===== src/ccms_pkg.sv =====
// package: constants, types and register map of the capture sequencer
package ccms_pkg;

  // ==========================================================================
  // register offsets
  localparam logic [11:0] OFS_CTRL    = 12'h000;
  localparam logic [11:0] OFS_CMD     = 12'h004;
  localparam logic [11:0] OFS_PERIOD  = 12'h008;
  localparam logic [11:0] OFS_EXPOSE  = 12'h00c;
  localparam logic [11:0] OFS_XFER    = 12'h010;
  localparam logic [11:0] OFS_SEQ     = 12'h014;
  localparam logic [11:0] OFS_PROTECT = 12'h018;
  localparam logic [11:0] OFS_STATUS  = 12'h01c;
  localparam logic [11:0] OFS_ACTBUF  = 12'h020;

  // ==========================================================================
  // field positions
  localparam int CTRL_SRC_LSB  = 0;   // trigger source, 2 bits
  localparam int CTRL_SEQ_BIT  = 2;   // sequence enable
  localparam int CMD_SINGLE    = 0;
  localparam int CMD_CONT      = 1;
  localparam int CMD_STOP      = 2;
  localparam int CMD_SWTRIG    = 3;
  localparam int CMD_APPEND    = 4;
  localparam int CMD_CLEAR     = 5;
  localparam int ST_EXP_BIT    = 0;
  localparam int ST_XFR_BIT    = 1;
  localparam int ST_ARM_BIT    = 2;
  localparam int ST_RUN_BIT    = 3;
  localparam int ST_TDONE_BIT  = 4;
  localparam int ST_CYC_BIT    = 5;

  // ==========================================================================
  // reset values and counts
  localparam logic [31:0] RST_PERIOD = 32'h0000_0064;
  localparam logic [31:0] RST_EXPOSE = 32'h0000_0032;
  localparam logic [31:0] RST_XFER   = 32'h0000_0028;
  localparam int          NUM_BUF    = 8;
  localparam int          BUF_W      = 3;

  typedef enum logic [1:0] {
    CCMS_SRC_OFF, CCMS_SRC_SW, CCMS_SRC_HW, CCMS_SRC_SYNC
  } ccms_src_t;

  typedef enum {
    CCMS_IDLE, CCMS_ARMED, CCMS_EXPOSE, CCMS_XFER
  } ccms_trig_t;

  typedef struct packed {
    logic        psel;
    logic        penable;
    logic        pwrite;
    logic [11:0] paddr;
    logic [31:0] pwdata;
  } ccms_apb_req_t;

  typedef struct packed {
    logic        pready;
    logic        pslverr;
    logic [31:0] prdata;
  } ccms_apb_rsp_t;

  typedef struct packed {
    logic             frameValid;   // transfer in progress
    logic             exposing;
    logic             flashEn;
    logic [BUF_W-1:0] bufIdx;
    logic             frameDone;    // pulse at end of a transfer
    logic             trigDone;     // pulse, trigger-complete event
    logic             cycleDone;    // pulse, sequence pass complete
  } ccms_cap_t;

endpackage : ccms_pkg


===== src/ccms_sequencer.sv =====
// module: capture mode sequencer with APB register file
//
// Added by the designer: the APB interface to the registers and the register offsets.
`timescale 1ns/1ns
`default_nettype none

// What this block does
// - freerun: frames follow each other, paced by the frame period setting
// - freerun: exposure of one frame overlaps transfer of the previous
// - frame period and exposure time are separate registers
// - freerun single frame: transfer next exposed frame, then stop
// - flash off in freerun single frame, allowed in freerun live
// - freerun live runs until host issues stop
// - trigger mode: sensor idles, exposure starts only on trigger
// - trigger from software command or input edge, per source select
// - software source single request: one exposure now, then transfer
// - software source live: repeated self-triggered exposures and transfers
// - hardware source single: arm for one edge, one frame, disarm
// - hardware source live: one frame per edge, re-arm after transfer
// - sync mode: freerun live, each trigger aborts and restarts capture
// - sequence: buffers used in order, wrapping, event per full pass
// - protected sequence buffers are skipped until released
// - trigger mode: exposure then transfer, never overlapped
// - trigger-complete event after a triggered frame transfer ends
module ccms_sequencer #(
  parameter int NBUF = ccms_pkg::NUM_BUF
) (
  input  wire logic                    clk_sys,
  input  wire logic                    sys_rst,
  input  wire ccms_pkg::ccms_apb_req_t apbReq,
  output var  ccms_pkg::ccms_apb_rsp_t apbRsp,
  input  wire logic                    trigIn,
  output var  ccms_pkg::ccms_cap_t     cap
);
  import ccms_pkg::*;

  if (NBUF < 2 || NBUF > (1 << BUF_W)) begin : g_nbuf_check
    $error("NBUF out of range");
  end

  // ==========================================================================
  // state
  typedef struct packed {
    logic [1:0]       src;
    logic             seqEn;
    logic [31:0]      period;
    logic [31:0]      expose;
    logic [31:0]      xfer;
    logic [BUF_W-1:0] actBuf;
    logic [NBUF-1:0]  inSeq;
    logic [NBUF-1:0]  prot;
    logic             running;
    logic             live;
    logic             snapPend;
    logic [31:0]      perCnt;
    logic [31:0]      expCnt;
    logic             expBusy;
    logic [31:0]      xfrCnt;
    logic             xfrBusy;
    logic             expDoneHold;
    ccms_trig_t       tst;
    logic             trigPrev;
    logic [BUF_W-1:0] seqPos;
    logic             tdoneSticky;
    logic             cycSticky;
    logic             frameDone;
    logic             trigDone;
    logic             cycleDone;
    logic [31:0]      rdata;
    logic             rdy;
  } ccms_state_t;

  ccms_state_t st_ff;
  ccms_state_t nxt_st;

  // next sequence buffer after pos, skipping unlisted and protected ones
  function automatic logic [BUF_W:0] nextBuf(
    input logic [BUF_W-1:0] pos,
    input logic [NBUF-1:0]  usable
  );
    logic [BUF_W:0] res;
    logic           found;
    logic [BUF_W-1:0] cand;
    res   = {1'b0, pos};
    found = 1'b0;
    for (int i = 1; i <= NBUF; i++) begin
      cand = BUF_W'((int'(pos) + i) % NBUF);
      if (!found && usable[cand]) begin
        found = 1'b1;
        res   = {((int'(pos) + i) >= NBUF), cand};
      end
    end
    return res;
  endfunction : nextBuf

  logic            wrEn;
  logic            rdEn;
  logic            trigEdge;
  logic            swTrig;
  logic            freerun;
  logic            startExp;
  logic            expEnd;
  logic            xfrEnd;
  logic [BUF_W:0]  nb;
  logic [NBUF-1:0] usable;

  assign wrEn     = apbReq.psel && apbReq.penable && apbReq.pwrite;
  assign rdEn     = apbReq.psel && !apbReq.penable && !apbReq.pwrite;
  assign trigEdge = trigIn && !st_ff.trigPrev;
  assign swTrig   = wrEn && apbReq.paddr == OFS_CMD &&
                    apbReq.pwdata[CMD_SWTRIG];
  assign freerun  = st_ff.src == CCMS_SRC_OFF || st_ff.src == CCMS_SRC_SYNC;
  assign expEnd   = st_ff.expBusy && st_ff.expCnt == 32'h0;
  assign xfrEnd   = st_ff.xfrBusy && st_ff.xfrCnt == 32'h0;
  assign usable   = st_ff.inSeq & ~st_ff.prot;
  assign nb       = nextBuf(st_ff.seqPos, usable);

  // ==========================================================================
  // next state
  always_comb begin
    nxt_st           = st_ff;
    nxt_st.trigPrev  = trigIn;
    nxt_st.frameDone = 1'b0;
    nxt_st.trigDone  = 1'b0;
    nxt_st.cycleDone = 1'b0;
    nxt_st.rdy       = apbReq.psel && !apbReq.penable;
    startExp         = 1'b0;
    // counters
    if (st_ff.expBusy && st_ff.expCnt != 32'h0) begin
      nxt_st.expCnt = st_ff.expCnt - 32'h1;
    end
    if (st_ff.xfrBusy && st_ff.xfrCnt != 32'h0) begin
      nxt_st.xfrCnt = st_ff.xfrCnt - 32'h1;
    end
    if (st_ff.perCnt != 32'h0) begin
      nxt_st.perCnt = st_ff.perCnt - 32'h1;
    end
    if (expEnd) begin
      nxt_st.expBusy     = 1'b0;
      nxt_st.expDoneHold = 1'b1;
    end
    // exposed frame moves to transfer once the link is free
    if ((expEnd || st_ff.expDoneHold) && !st_ff.xfrBusy) begin
      nxt_st.expDoneHold = 1'b0;
      nxt_st.xfrBusy     = st_ff.running;
      nxt_st.xfrCnt      = st_ff.xfer;
      if (st_ff.tst == CCMS_EXPOSE) begin
        nxt_st.tst = CCMS_XFER;
      end
    end
    if (xfrEnd) begin
      nxt_st.xfrBusy   = 1'b0;
      nxt_st.frameDone = 1'b1;
      if (st_ff.seqEn) begin
        nxt_st.seqPos    = nb[BUF_W-1:0];
        nxt_st.cycleDone = nb[BUF_W];
      end
      if (!st_ff.live) begin
        nxt_st.running = 1'b0;
      end
      if (st_ff.tst == CCMS_XFER) begin
        nxt_st.trigDone = 1'b1;
        if (st_ff.live && st_ff.running) begin
          startExp   = st_ff.src == CCMS_SRC_SW;
          nxt_st.tst = st_ff.src == CCMS_SRC_SW ? CCMS_EXPOSE
                                                 : CCMS_ARMED;
        end else begin
          nxt_st.tst = CCMS_IDLE;
        end
      end
    end
    // freerun: period-paced exposures, overlapping transfers
    if (freerun && st_ff.running && st_ff.perCnt == 32'h0 &&
        !st_ff.expBusy && (st_ff.live || st_ff.snapPend)) begin
      startExp        = 1'b1;
      nxt_st.snapPend = 1'b0;
    end
    // sync mode: edge aborts and restarts
    if (st_ff.src == CCMS_SRC_SYNC && st_ff.running && trigEdge) begin
      nxt_st.xfrBusy     = 1'b0;
      nxt_st.expDoneHold = 1'b0;
      startExp           = 1'b1;
    end
    // trigger mode: only armed state accepts a trigger
    if (st_ff.tst == CCMS_ARMED) begin
      if ((st_ff.src == CCMS_SRC_HW && trigEdge) ||
          (st_ff.src == CCMS_SRC_SW && swTrig)) begin
        nxt_st.tst = CCMS_EXPOSE;
        startExp   = 1'b1;
      end
    end
    if (startExp) begin
      nxt_st.expBusy = 1'b1;
      nxt_st.expCnt  = st_ff.expose;
      nxt_st.perCnt  = st_ff.period;
    end
    // commands and register writes
    if (wrEn) begin
      if (apbReq.paddr == OFS_CTRL) begin
        nxt_st.src   = apbReq.pwdata[CTRL_SRC_LSB +: 2];
        nxt_st.seqEn = apbReq.pwdata[CTRL_SEQ_BIT];
      end else if (apbReq.paddr == OFS_PERIOD) begin
        nxt_st.period = apbReq.pwdata;
      end else if (apbReq.paddr == OFS_EXPOSE) begin
        nxt_st.expose = apbReq.pwdata;
      end else if (apbReq.paddr == OFS_XFER) begin
        nxt_st.xfer = apbReq.pwdata;
      end else if (apbReq.paddr == OFS_ACTBUF) begin
        nxt_st.actBuf = apbReq.pwdata[BUF_W-1:0];
      end else if (apbReq.paddr == OFS_PROTECT) begin
        nxt_st.prot = apbReq.pwdata[NBUF-1:0];
      end else if (apbReq.paddr == OFS_STATUS) begin
        nxt_st.tdoneSticky = st_ff.tdoneSticky &
                             ~apbReq.pwdata[ST_TDONE_BIT];
        nxt_st.cycSticky   = st_ff.cycSticky & ~apbReq.pwdata[ST_CYC_BIT];
      end else if (apbReq.paddr == OFS_CMD) begin
        if (apbReq.pwdata[CMD_APPEND]) begin
          nxt_st.inSeq[apbReq.pwdata[8 +: BUF_W]] = 1'b1;
        end
        if (apbReq.pwdata[CMD_CLEAR]) begin
          nxt_st.inSeq = '0;
        end
        if (apbReq.pwdata[CMD_SINGLE] || apbReq.pwdata[CMD_CONT]) begin
          nxt_st.running  = 1'b1;
          nxt_st.live     = apbReq.pwdata[CMD_CONT];
          nxt_st.snapPend = 1'b1;
          // start on a listed, unprotected buffer
          if (st_ff.seqEn && !usable[st_ff.seqPos]) begin
            nxt_st.seqPos = nb[BUF_W-1:0];
          end
          if (!freerun) begin
            nxt_st.tst = st_ff.src == CCMS_SRC_SW ? CCMS_EXPOSE
                                                  : CCMS_ARMED;
            if (st_ff.src == CCMS_SRC_SW) begin
              nxt_st.expBusy = 1'b1;
              nxt_st.expCnt  = st_ff.expose;
            end
          end
        end
        if (apbReq.pwdata[CMD_STOP]) begin
          nxt_st.running  = 1'b0;
          nxt_st.live     = 1'b0;
          nxt_st.snapPend = 1'b0;
          nxt_st.tst      = CCMS_IDLE;
        end
      end
    end
    // events win over a clear in the same cycle
    if (nxt_st.trigDone) begin
      nxt_st.tdoneSticky = 1'b1;
    end
    if (nxt_st.cycleDone) begin
      nxt_st.cycSticky = 1'b1;
    end
    // read data
    nxt_st.rdata = 32'h0;
    if (rdEn) begin
      if (apbReq.paddr == OFS_CTRL) begin
        nxt_st.rdata = {29'h0, st_ff.seqEn, st_ff.src};
      end else if (apbReq.paddr == OFS_PERIOD) begin
        nxt_st.rdata = st_ff.period;
      end else if (apbReq.paddr == OFS_EXPOSE) begin
        nxt_st.rdata = st_ff.expose;
      end else if (apbReq.paddr == OFS_XFER) begin
        nxt_st.rdata = st_ff.xfer;
      end else if (apbReq.paddr == OFS_SEQ) begin
        nxt_st.rdata = {{(32-NBUF){1'b0}}, st_ff.inSeq};
      end else if (apbReq.paddr == OFS_PROTECT) begin
        nxt_st.rdata = {{(32-NBUF){1'b0}}, st_ff.prot};
      end else if (apbReq.paddr == OFS_ACTBUF) begin
        nxt_st.rdata = {{(32-BUF_W){1'b0}}, st_ff.actBuf};
      end else if (apbReq.paddr == OFS_STATUS) begin
        nxt_st.rdata = {13'h0, st_ff.seqPos, 10'h0, st_ff.cycSticky,
                        st_ff.tdoneSticky, st_ff.running,
                        st_ff.tst == CCMS_ARMED, st_ff.xfrBusy,
                        st_ff.expBusy};
      end
    end
  end

  always_ff @(posedge clk_sys) begin
    if (sys_rst) begin
      st_ff        <= '0;
      st_ff.period <= RST_PERIOD;
      st_ff.expose <= RST_EXPOSE;
      st_ff.xfer   <= RST_XFER;
      st_ff.tst    <= CCMS_IDLE;
    end else begin
      st_ff <= nxt_st;
    end
  end

  // ==========================================================================
  // outputs
  assign apbRsp.pready  = st_ff.rdy;
  assign apbRsp.pslverr = 1'b0;
  assign apbRsp.prdata  = st_ff.rdata;
  assign cap.frameValid = st_ff.xfrBusy;
  assign cap.exposing   = st_ff.expBusy;
  assign cap.flashEn    = st_ff.expBusy && (st_ff.live || !freerun);
  assign cap.bufIdx     = st_ff.seqEn ? st_ff.seqPos : st_ff.actBuf;
  assign cap.frameDone  = st_ff.frameDone;
  assign cap.trigDone   = st_ff.trigDone;
  assign cap.cycleDone  = st_ff.cycleDone;

  // ==========================================================================
  // checks
  AST_NO_OVERLAP_TRIG: assert property (@(posedge clk_sys) disable iff (sys_rst)
    (st_ff.src inside {CCMS_SRC_SW, CCMS_SRC_HW} && st_ff.tst != CCMS_IDLE)
    |-> !(st_ff.expBusy && st_ff.xfrBusy)) else $error("overlap");
  AST_TDONE_AFTER_XFER: assert property (@(posedge clk_sys)
    disable iff (sys_rst) cap.trigDone |-> $past(st_ff.xfrBusy))
    else $error("trig done without transfer");
  AST_IDLE_NO_EXPOSE: assert property (@(posedge clk_sys) disable iff (sys_rst)
    (st_ff.tst == CCMS_ARMED && !trigEdge && !swTrig && !wrEn)
    |=> !$rose(st_ff.expBusy)) else $error("exposure untriggered");
  AST_HW_EDGE_STARTS: assert property (@(posedge clk_sys) disable iff (sys_rst)
    (st_ff.tst == CCMS_ARMED && st_ff.src == CCMS_SRC_HW && trigEdge && !wrEn)
    |=> st_ff.expBusy && st_ff.tst == CCMS_EXPOSE)
    else $error("edge lost");
  AST_FLASH_SNAP: assert property (@(posedge clk_sys) disable iff (sys_rst)
    (freerun && !st_ff.live) |-> !cap.flashEn)
    else $error("flash in snap");
  AST_PROT_SKIP: assert property (@(posedge clk_sys) disable iff (sys_rst)
    (st_ff.seqEn && xfrEnd && |usable) |=> usable[st_ff.seqPos] ||
    !$past(usable[nb[BUF_W-1:0]])) else $error("protected used");
  AST_EXPOSE_LEN: assert property (@(posedge clk_sys) disable iff (sys_rst)
    $rose(st_ff.expBusy) |-> st_ff.expCnt == st_ff.expose)
    else $error("exposure length");
  AST_SNAP_STOPS: assert property (@(posedge clk_sys) disable iff (sys_rst)
    (xfrEnd && !st_ff.live && !wrEn) |=> !st_ff.running)
    else $error("snap kept running");

endmodule : ccms_sequencer

`default_nettype wire


===== config.mk =====
export PLATFORM = sky130hd
export DESIGN_NAME = ccms_sequencer
export DESIGN_NICKNAME = d
export VERILOG_FILES = /design/src/ccms_pkg.sv /design/src/ccms_sequencer.sv
export SDC_FILE = /design/constraint.sdc
export NUM_CORES = 1
export LEC_CHECK = 0
export BUFFER_PORTS_ARGS = -buffer_cell sky130_fd_sc_hd__buf_2
export CORE_ASPECT_RATIO = 1.2
export CORE_UTILIZATION = 50
export CTS_CLUSTER_SIZE = 40
export DETAILED_ROUTE_END_ITERATION = 10
export HOLD_SLACK_MARGIN = 0.03
export PLACE_DENSITY = 0.68
export SLEW_MARGIN = 20
export SYNTH_ARGS = -nofsm -noshare
export SYNTH_HDL_FRONTEND = slang
export SYNTH_SLANG_ARGS = --single-unit

===== constraint.sdc =====
create_clock -name clk_sys -period 3.8 [get_ports clk_sys]
set_clock_uncertainty 0.2 [all_clocks]
set_input_delay 0.38 -clock clk_sys [delete_from_list [all_inputs] [get_ports clk_sys]]
set_output_delay 0.38 -clock clk_sys [all_outputs]
set_load 0.05 [all_outputs]

==> impl_results.md, run 1 <==
- Chip Height: 188 um
- Xor-xnor portion of the synthesized cell area: 0.0366
- Max-Slew Margin vs Limit: 0.330
- Drt first pass iters: 6
- Port buffer count: between 90 and 100
- Endpoint class of the critical path: flop
- Synth Cell Area: 14,400 um^2
- Synth Area in Adders: 0.0139
- Area of the die: 29,400 um^2
- Compound-Gate Fraction of Synth Area: 0.189
- I/O pin cnt: 93
- Fmax: 303 MHz
- Mux cell area share after synthesis: 0.0486
- Syn Inst Count: 1,772
- CORE AREA: 28,100 um^2
- Yosys Warn Count: 0
- Fin crit share: 0.868
- VDD IR max: 360 uV
- RR Endpoint: st_ff[38]
- Lkg Pwr: 0.00618 uW
- Hold_ws: 125 ps
- Worst r2r src: st_ff[40]
- Hold Crit Depth: 3
- Wirelength, routed: approximately 45 mm
- Pwr Total: 7580 uW
- Post-synth EDFFs: 0
- Async SR Flop Fraction: 0
- Syn Area/Cell: 8.11 um^2
- WL/cell: 20.0 um
- Drt drc: 0
- Count of cell types in the netlist: 78
- Clock buffer depth: 3
- Total track usage: 0.303
- Worst Max-Slew Pin Slew: 1000 ps
- Largest net degree at the start of global routing: 86
- Total number of vias: 13,400
- Sequential-to-total area share from yosys stat: 0.409
- Hold/Removal Path Class: primary input to flop
- Final setup vio count: 0
- Power per cell area: 465 nW/um^2
- Antenna-violating nets left: 0
- HPWL after DPL: 30.6 mm
- Final worst path period need: 3300 ps
- Reg clk slew, reported paths: about 70 ps
- Clock sink count: a little under 300
- # nets final: between 1,500 and 2,000
- TritonCTS clock tree: built
- Gates resized, CTS repair: 0
- Post-synthesis net count: 1,838
- Placed cell count: 2,139
- Setup TNS: 0 ps
- Worst EP required: between 4000 and 5000 ps
- R2r setup slk: 500 ps
- CTS HTree Levels: 1
- Final cell count without fillers: 2,227
- Filler cells: around 2,600
- Worst hold endpoint: apbRsp[0]
- Vias in the first global route: 12,700
- Final Hold Fails: 0
- R2r worst-path depth: 8
- Initial Utilization: 0.512
- GP Congestion: 0.946
- Max cap viols: 0
- Main flop type after synthesis: dfxtp_1
- Post-Synth Simple-Gate Area: 0.244
- Ant diodes: 0
- Unrepaired setup endpoints after global routing: false
- Min-delay src: apbReq[35]
- Clock root buffer: clkbuf_16
- CP arrival: 3530 ps
- Die X: 157 um
- CTS buffer count: 30
- Via density: 6.00
- Largest family of logic cells by synthesized area: simple AND/OR/NAND/NOR gates
- Initial DRC count: 1,411
- Outcome: completed
- Layout cells sized above 1: 0.129
- Cell Rows: 67
- Initial antenna violation count: 4
- Total congestion overflow: 0
- Setup crit start kind: flop
- Fin. max-slew vios: 0
- Critical path class: flop to flop
- Yosys reg bits: 294
- Worst Path Max Fanout: 9
- P&R area growth vs syn: 13.3%
- First-pass GRT wire length: 70.2 mm
- Clk_lat worst skew: 560 ps
worst max-delay path, cell delays in order, from the launching register on:
cell and delay [ps]:
dfxtp_1 530, inv_1 200, ha_1 530, mux4_2 660, or2_2 340, nor3_1 280
o221ai_1 200, xnor2_1 180, nor2_1 50
worst max-delay path by stage:
| stage | start | endpoint | slack, ps | cells after the start |
|---|---|---|---|---|
| 2_1_floorplan | st_ff[39] | st_ff[38] | 570 | 10 |
| 3_3_place_gp | apbReq[34] | st_ff[167] | 530 | 8 |
| 3_5_place_dp | apbReq[34] | st_ff[167] | 480 | 8 |
| 4_1_cts | st_ff[40] | st_ff[38] | 520 | 8 |
| 5_1_grt | st_ff[40] | st_ff[39] | 250 | 8 |
| 6_report | st_ff[40] | st_ff[38] | 500 | 8 |
timing repair:
item / 4_1_cts / 5_1_grt
hold endpoints to repair: 111 / 0
hold buffers: 37 / 0
buffers inserted: 0 / 0
layout make-up:
cell class	count	area [um^2]	area share
Clock inverter	7	87.6	0.00538
Multi-Input combinational cell	1301	7690	0.472
Timing Repair Buffer	174	1180	0.0723
Inverter	28	105	0.00645
Tap cell	379	474	0.0291
Sequential cell	294	5890	0.361
Clock buffer	44	875	0.0537
state kept, by name, summed over array words and instances (netlist names):
| signal | flops |
|---|---|
| cap | 5 |
| st_ff | 256 |
| apbRsp | 33 |
through the flow:
stage / utilization / instance area, um^2 / worst slack, ps
after detailed placement: 0.533 / 15000 / 484
after floorplan: - / 14400 / 571
after global placement: 0.533 / 15000 / 528
after global routing: 0.580 / 16300 / 253
after CTS: 0.580 / 16300 / 522
final: 0.580 / 16300 / 502
where the power goes:
part | switching (uW) | internal, uW
clock network | 1200 | 1710
registers | 147 | 3240
logic | 747 | 535
total | 2100 | 5480
placed cells by master, fill, tap and decap left out, types with 14 or more instances in the layout:
cell type,instances
nand2_1,307
dfxtp_1,294
a21oi_1,173
nor2_1,173
buf_2,90
o21ai_0,53
nor3_1,51
buf_4,46
a22oi_1,39
nor4_1,38
and2_1,37
dlygate4sd3_1,37
nand3_1,33
a211oi_1,32
xor2_1,32
clkbuf_16,31
xnor2_1,28
mux2i_1,27
inv_1,26
o22ai_1,22
ha_1,16
mux4_2,14
o31ai_1,14
metal layers:
layer	up-vias	wire (um)	global-route usage
met5	-	66	0
met4	4	1600	0.117
li1	6361	-	-
met3	115	3730	0.0571
met2	522	20400	0.483
met1	6361	18800	0.403
kinds of logic after synthesis:
family,count (synthesis)
adder cells (fa/ha/maj),16
flip-flops,294
buffers and inverters,177
AO/OA/AOI/OAI,427
multiplexers,51
XOR/XNOR,60
other,1
AND/OR/NAND/NOR,746
synthesized netlist by cell type (4+ instances only):
| library cell | instances | area share |
|---|---|---|
| nor2b_1 | 14 | 0.0061 |
| mux4_2 | 14 | 0.022 |
| or3_1 | 13 | 0.0057 |
| mux2_2 | 10 | 0.0078 |
| clkbuf_1 | 90 | 0.023 |
| mux2i_1 | 27 | 0.019 |
| ha_1 | 16 | 0.014 |
| a21boi_0 | 6 | 0.0031 |
| nor2_1 | 176 | 0.046 |
| inv_1 | 26 | 0.0068 |
| nand2b_1 | 13 | 0.0057 |
| o211ai_1 | 5 | 0.0026 |
| nand4_1 | 9 | 0.0039 |
| nand2_1 | 307 | 0.080 |
| o21a_1 | 4 | 0.0021 |
| o31ai_1 | 14 | 0.0073 |
| o21ai_0 | 54 | 0.019 |
| a31oi_1 | 10 | 0.0044 |
| a211oi_1 | 33 | 0.017 |
| buf_4 | 42 | 0.022 |
| or4_1 | 11 | 0.0057 |
| o221ai_1 | 8 | 0.0049 |
| o22ai_1 | 22 | 0.0096 |
| a21oi_1 | 173 | 0.060 |
| buf_2 | 14 | 0.0049 |
| a22oi_1 | 39 | 0.020 |
| and2_1 | 37 | 0.016 |
| a221oi_1 | 6 | 0.0037 |
| o41ai_1 | 7 | 0.0043 |
| or2_2 | 6 | 0.0026 |
| xor2_1 | 32 | 0.019 |
| and3_1 | 9 | 0.0039 |
| nor3_1 | 52 | 0.018 |
| nand3_1 | 33 | 0.011 |
| a222oi_1 | 10 | 0.0070 |
| dfxtp_1 | 294 | 0.41 |
| o31a_1 | 5 | 0.0030 |
| nor4_4 | 4 | 0.0059 |
| xnor2_1 | 28 | 0.017 |
| a32oi_1 | 5 | 0.0030 |
| nor4_1 | 39 | 0.017 |
Note: power is estimated with default switching activity, not from simulation.
==> inputs of run 2 (changes only) <==
- clock period: 3.8 -> 3.4 ns (I/O delays scaled with it)
==> run 2 against run 1 <==
Against the previous run:
- first-iteration DRC count down 7.9%
- register-to-register slack worse by 310 ps
- global-route usage increased by 0.50 points
- setup slack lost 310 ps
- combinational power is 17% higher
- die area unchanged
- largest cell class unchanged
- highest routed layer is now met4
==> impl_results.md, run 2 (same netlist as run 1, synthesis figures left out) <==
- Clock root buffer: clkbuf_16
- Biggest register: st_ff
- Max FFs per register: 256 (unchanged)
- Clock buffer depth: 3 (unchanged)
- CP arrival: 3410 ps (-120 ps)
- R2r worst-path depth: 8 (unchanged)
- Setup TNS: 0 ps (unchanged)
- Worst Path Max Fanout: 13 (+4)
- Total congestion overflow: 0 (unchanged)
- CORE AREA: 28,100 um^2 (unchanged)
- Drt first pass iters: 7 (+1)
- Filler cells: 2,523 (-2.4%)
- Total track usage: 0.308 (+0.00497)
- CTS HTree Levels: 1 (unchanged)
- Chip Height: 188 um (unchanged)
- Fmax: 312 MHz (+2.7%)
- Final cell count without fillers: 2,250 (+1.0%)
- GP Congestion: 0.947 (about the same)
- CP peak stage delay: 570 ps (-90 ps)
- Reg clk slew, reported paths: 60 ps (about the same)
- Slowest-stage cell, CP: or4b_1
- VDD IR max: 493 uV (+37%)
- Area of the multi-input gates: 7700 um^2 (about the same)
- Outcome: completed
- Hold Crit Depth: 4 (+1)
- Final worst path period need: 3210 ps (-87.5 ps)
- Final setup vio count: 0 (unchanged)
- Setup crit start kind: flop
- Worst Max-Slew Pin Slew: 1020 ps (+19.7 ps)
- Total number of vias: 13,600 (+1.5%)
- Antenna-violating nets left: 0 (unchanged)
- Fin. max-slew vios: 0 (unchanged)
- Area of the die: 29,400 um^2 (unchanged)
- Ant diodes: 0 (unchanged)
- Drt drc: 0 (unchanged)
- Vias in the first global route: 12,900 (+1.8%)
- Die X: 157 um (unchanged)
- Max cap viols: 0 (unchanged)
- Register area: 5890 um^2 (unchanged)
- Lkg Pwr: 0.00637 uW (+3.1%)
- Clk_lat worst skew: 570 ps (about the same)
- Commonest non-fill, non-tap cells in the layout: nand2_1, dfxtp_1, a21oi_1, nor2_1, buf_2
- Initial Utilization: 0.512 (unchanged)
- Final Util: 0.592 (+0.0119)
- Critical path class: flop to flop
- Commonest non-fill, non-tap cell in the layout: nand2_1
- # nets final: 1,917 (+1.2%)
- Port buffer count: 91 (unchanged)
- HPWL after DPL: 31.6 mm (+3.2%)
- TritonCTS clock tree: built
- Ordered list of cells on the worst path: nor4_1 > or4b_1 > nor4_4 > a32oi_1 > and3_1 > buf_4 > a22oi_1 > nor2_1
- Power per cell area: 538 nW/um^2 (+16%)
- Largest net degree at the start of global routing: 93 (+8.1%)
- I/O pin cnt: 93 (unchanged)
- Hold/Removal Path Class: primary input to flop
- Cell Rows: 67 (unchanged)
- First-pass GRT wire length: 71.2 mm (+1.4%)
- Fin crit share: 0.944 (+0.0764)
- Via density: 6.03 (+0.50%)
- Wirelength, routed: 45.4 mm (+1.8%)
- Endpoint class of the critical path: flop
- Placed cell count: 2,160 (+0.98%)
- Initial DRC count: 1,299 (-7.9%)
- CTS buffer count: 30 (unchanged)
- Clock sink count: 294 (unchanged)
- Unrepaired setup endpoints after global routing: false
- WL/cell: 20.2 um (+0.76%)
- Max-Slew Margin vs Limit: 0.318 (-0.0124)
- Initial antenna violation count: 0 (-4)
- P&R area growth vs syn: 15.7%
- Worst EP required: 3600 ps (-430 ps)
- Final Hold Fails: 0 (unchanged)
- Layout cells sized above 1: 0.142 (+0.0134)
- Gates resized, CTS repair: 0 (unchanged)
[run 2: worst paths after layout]
kind | from | endpoint | slack [ps]
min reg2reg | st_ff[52] | st_ff[52] | 260
min | apbReq[35] | apbRsp[0] | 90
max reg2reg | st_ff[101] | st_ff[163] | 190
max | st_ff[101] | st_ff[163] | 190
[run 2: layout make-up]
class / instances / share of cell area
inverter: 28 / 0.00632
timing repair buffer: 196 / 0.0824
clock inverter: 9 / 0.0105
tap: 379 / 0.0285
multi-input combinational: 1301 / 0.463
clock buffer: 43 / 0.0554
sequential: 294 / 0.354
[run 2: per-stage QoR]
stage	setup WS, ps	area [um^2]	power [uW]	hold slack, ps
2_1_floorplan	171	14400	4900	230
3_3_place_gp	334	15100	5260	242
3_5_place_dp	244	15200	5300	246
4_1_cts	235	16600	8950	70.8
5_1_grt	11.0	16600	9310	121
6_report	190	16600	8940	89.4
[run 2: repair_timing]
item                                    4_1_cts  5_1_grt
hold endpoints to repair                    124        0
setup buffers                                 0        0
hold buffers                                 38        0
endpoints found under the setup margin        0        0
[run 2: critical path, delay by kind of cell (launching register included)]
family / cells / cell delay [ps]
buffers and inverters: 1 / 280
AOI/OAI and AO/OA: 2 / 430
and+or+nand+nor: 5 / 1790
DFF: 1 / 360
[run 2: where the power goes]
part / switching, uW / total [uW] / internal (uW)
Clock: 1420 / 3660 / 2240
Sequential: 167 / 3780 / 3620
Combinational: 838 / 1500 / 662
[run 2: per-layer routing]
| layer | global-route usage | share of wire |
|---|---|---|
| met2 | 0.497 | 0.46 |
| met3 | 0.0414 | 0.081 |
| met1 | 0.414 | 0.42 |
| met5 | 0 | 0 |
| met4 | 0.121 | 0.036 |
==> inputs of run 3 (changes only) <==
- ABC_AREA: default -> 1
- CORE_ASPECT_RATIO: 1.2 -> 1.1
- CTS_CLUSTER_SIZE: 40 -> default
==> run 3 against run 2 <==
Against the previous run:
- critical path depth rose by 5
- worst hold slack got worse by 45 ps
- maximum frequency rose by 11%
- cell area rose by 3.8%
- setup slack improved by 330 ps
- sequential cell count did not move
- first-iteration DRC count rose by 9.9%
- cell count rose by 19%
- routed wire length rose by 8.8%
- synthesized cell count rose by 24%
- combinational power fell by 22%
- non-clock buffer count fell by 26
- critical path type unchanged
==> impl_results.md, run 3 <==
- Outcome: completed
- CTS HTree Levels: 2 (+1)
- CTS buffer count: 34 (+13%)
- Fmax: 347 MHz (+11%)
- Max-Slew Margin vs Limit: 0.411 (+0.0935)
- Most common cell in the netlist: nand2_1
- Final Hold Fails: 0 (unchanged)
- R2r setup slk: 520 ps (+330 ps)
- Yosys top cell by area: dfxtp_1
- Clock root buffer: clkbuf_16
- Port buffer count: 91 (unchanged)
- Area contributors post-synth: dfxtp_1, nand2_1, a21oi_1
- Hold/Removal Path Class: primary input to flop
- Reg power frac: 0.422 (about the same)
- Yosys reg bits: 294 (unchanged)
- Sequential-to-total area share from yosys stat: 0.389 (-0.0203)
- Top delay family on crit path: simple AND/OR/NAND/NOR gates
- Ordered list of cells on the worst path: inv_1 > ha_1 > nand2_1 > nor2_1 > nand4_1 > nor2_1 > nor2_1 > nand2_1 > nand2_2 > buf_12 > a21oi_1 > o21ai_0 > a21oi_1
- Worst slack, placed: 424 ps (+180 ps)
- CP most frequent cell: nor2_1
- Main flop type after synthesis: dfxtp_1
- I/O pin cnt: 93 (unchanged)
- Reg clk slew, reported paths: 60 ps (about the same)
- Die X: 168 um (+7.0%)
- Drt drc: 0 (unchanged)
- Worst Max-Slew Pin Slew: 883 ps (-140 ps)
- Ant diodes: 0 (unchanged)
- Worst EP required: 3640 ps (+40 ps)
- Post-synthesis net count: 2,257 (+23%)
- Clock buffer depth: 3 (unchanged)
- Count of cell types in the netlist: 54 (-31%)
- Async SR Flop Fraction: 0 (unchanged)
- Clock sink count: 294 (unchanged)
- Antenna-violating nets left: 0 (unchanged)
- TritonCTS clock tree: built
- Total number of vias: 15,100 (+11%)
- Initial DRC count: 1,427 (+9.9%)
- Cell Rows: 66 (-1.5%)
- Worst setup margin: 515 ps (+325 ps)
- Chip Height: 184 um (-1.8%)
- Layout cells sized above 1: 0.105 (-0.0375)
- Via density: 5.65 (-6.4%)
- Grt met3 use: 0.0406 (-0.000784)
- VDD IR max: 301 uV (-39%)
- Post-CTS setup repair buffer count: 0 (unchanged)
- Initial Utilization: 0.510 (-0.00175)
- CP peak stage delay: 390 ps (-180 ps)
- Synth Cell Area: 15,100 um^2 (+5.2%)
- Sum of buffers and inverters on the critical path: 2 (+1)
- P&R area growth vs syn: 14.1%
- Commonest non-fill, non-tap cells in the layout: nand2_1, dfxtp_1, nor2_1, inv_1, a21oi_1
- Power per cell area: 494 nW/um^2 (-8.1%)
- Endpoint class of the critical path: flop
- First-pass GRT wire length: 77.0 mm (+8.2%)
- Setup crit start kind: flop
- Max FFs per register: 256 (unchanged)
- Area of the die: 30,900 um^2 (+5.1%)
- Clk pwr share: 0.440 (+0.031)
- Global routing usage on met2: 0.524 (+0.0269)
- Critical path class: flop to flop
- Comb power frac: 0.137 (-0.031)
- Net Switching: 2320 uW (-4.1%)
- Setup TNS: 0 ps (unchanged)
- Syn Inst Count: 2,191 (+24%)
- Total congestion overflow: 0 (unchanged)
- Drt first pass iters: 6 (-1)
- Int Pwr: 6210 uW (-4.8%)
- Worst Path Max Fanout: 39 (+26)
- # nets final: 2,334 (+22%)
- Most Crowded Layer GR: met2
- WL/cell: 18.5 um (-8.2%)
- Unrepaired setup endpoints after global routing: false
- Sw Ratio: 0.272 (+0.00132)
- Initial antenna violation count: 0 (unchanged)
- CP arrival: 3120 ps (-290 ps)
- Vias in the first global route: 14,200 (+10%)
- Clk_lat worst skew: 530 ps (-40 ps)
- Lkg Pwr: 0.00765 uW (+20%)
- GP Congestion: 0.984 (+3.9%)
- Synth top area share: 0.389 (-0.0203)
- Slowest-stage cell, CP: nor2_1
- Largest net degree at the start of global routing: 71 (-24%)
- HPWL after DPL: 36.9 mm (+17%)
- Total track usage: 0.320 (+0.0119)
- Final worst path period need: 2880 ps (-325 ps)
- Top cells by count, synth: nand2_1, dfxtp_1, nor2_1, inv_1, a21oi_1
- Syn Area/Cell: 6.90 um^2 (-15%)
- Yosys Warn Count: 0 (unchanged)
- Max cap viols: 0 (unchanged)
- Fin crit share: 0.848 (-0.0957)
- GR Util met1: 0.405 (-0.00919)
- Fin. max-slew vios: 0 (unchanged)
- Wirelength, routed: 49.5 mm (+8.8%)
- Commonest non-fill, non-tap cell in the layout: nand2_1
- CORE AREA: 29,600 um^2 (+5.6%)
- Final setup vio count: 0 (unchanged)
- Biggest register: st_ff
- Post-synth EDFFs: 0 (unchanged)
-- run 3: cell types whose count changed in the layout (fill, tap and decap cells not counted), sizes merged, moves of 43 or more --
cell / change
nand3: +88
inv: +237
nand2: +75
o21ai: +125
nor2: +120
a21oi: +43
-- run 3: per-layer routing --
layer,vias to the layer above,routed length [um]
met5,-,0
li1,7321,-
met4,0,3130
met3,148,3330
met1,6940,20500
met2,656,22500
-- run 3: power groups by stage --
stage,combinational [uW],sequential [uW],clock [uW]
floorplan,841,3660,0
global placement,1090,3670,0
detailed placement,1110,3670,0
CTS,1160,3600,3790
global route,1300,3610,3950
finish,1170,3600,3760
-- run 3: layout make-up --
cell class,instances,area [um^2]
flip-flops and latches,294,5890
repair buffers,170,1180
inverters,266,1000
clock inverters,13,168
well taps,374,468
multi-input cells,1502,7580
fillers,2855,12400
clock buffers,49,977
-- run 3: worst register-to-register path: cells and delay by family (launching register included) --
family          cells  cell delay [ps]
simple gates        7             1290
fa+ha+maj           1              180
compound gates      3              570
flops               1              320
buf+inv             2              250
-- run 3: final timing paths --
check,start,end,cells past startpoint
setup reg to reg,st_ff[109],st_ff[90],13
hold / removal,apbReq[44],apbRsp[0],4
hold reg to reg,st_ff[67],st_ff[67],2
setup / recovery,st_ff[109],st_ff[90],13
-- run 3: metrics by stage --
step                power [uW]  instance area (um^2)  hold WS [ps]   util  cells
CTS                       8550                 17200          39.3  0.582   2667
global route              8860                 17300          64.4  0.582   2668
detailed placement        4790                 15800           235  0.532   2571
floorplan                 4500                 15100           223      -   2191
global placement          4760                 15800           232  0.532   2571
finish                    8530                 17300          44.3  0.582   2668
-- run 3: cell families after synthesis --
family	share of synthesized area
DFF	0.389
and+or+nand+nor	0.263
xor gates and xnor gates	0.0417
other	0.000248
buffers and inverters	0.112
AOI/OAI and AO/OA	0.181
adders and majority gates	0.0132
-- run 3: timing repair --
action | 4_1_cts | 5_1_grt
gates resized for setup | 0 | 0
hold endpoints to repair | 76 | 0
hold buffers | 34 | 0
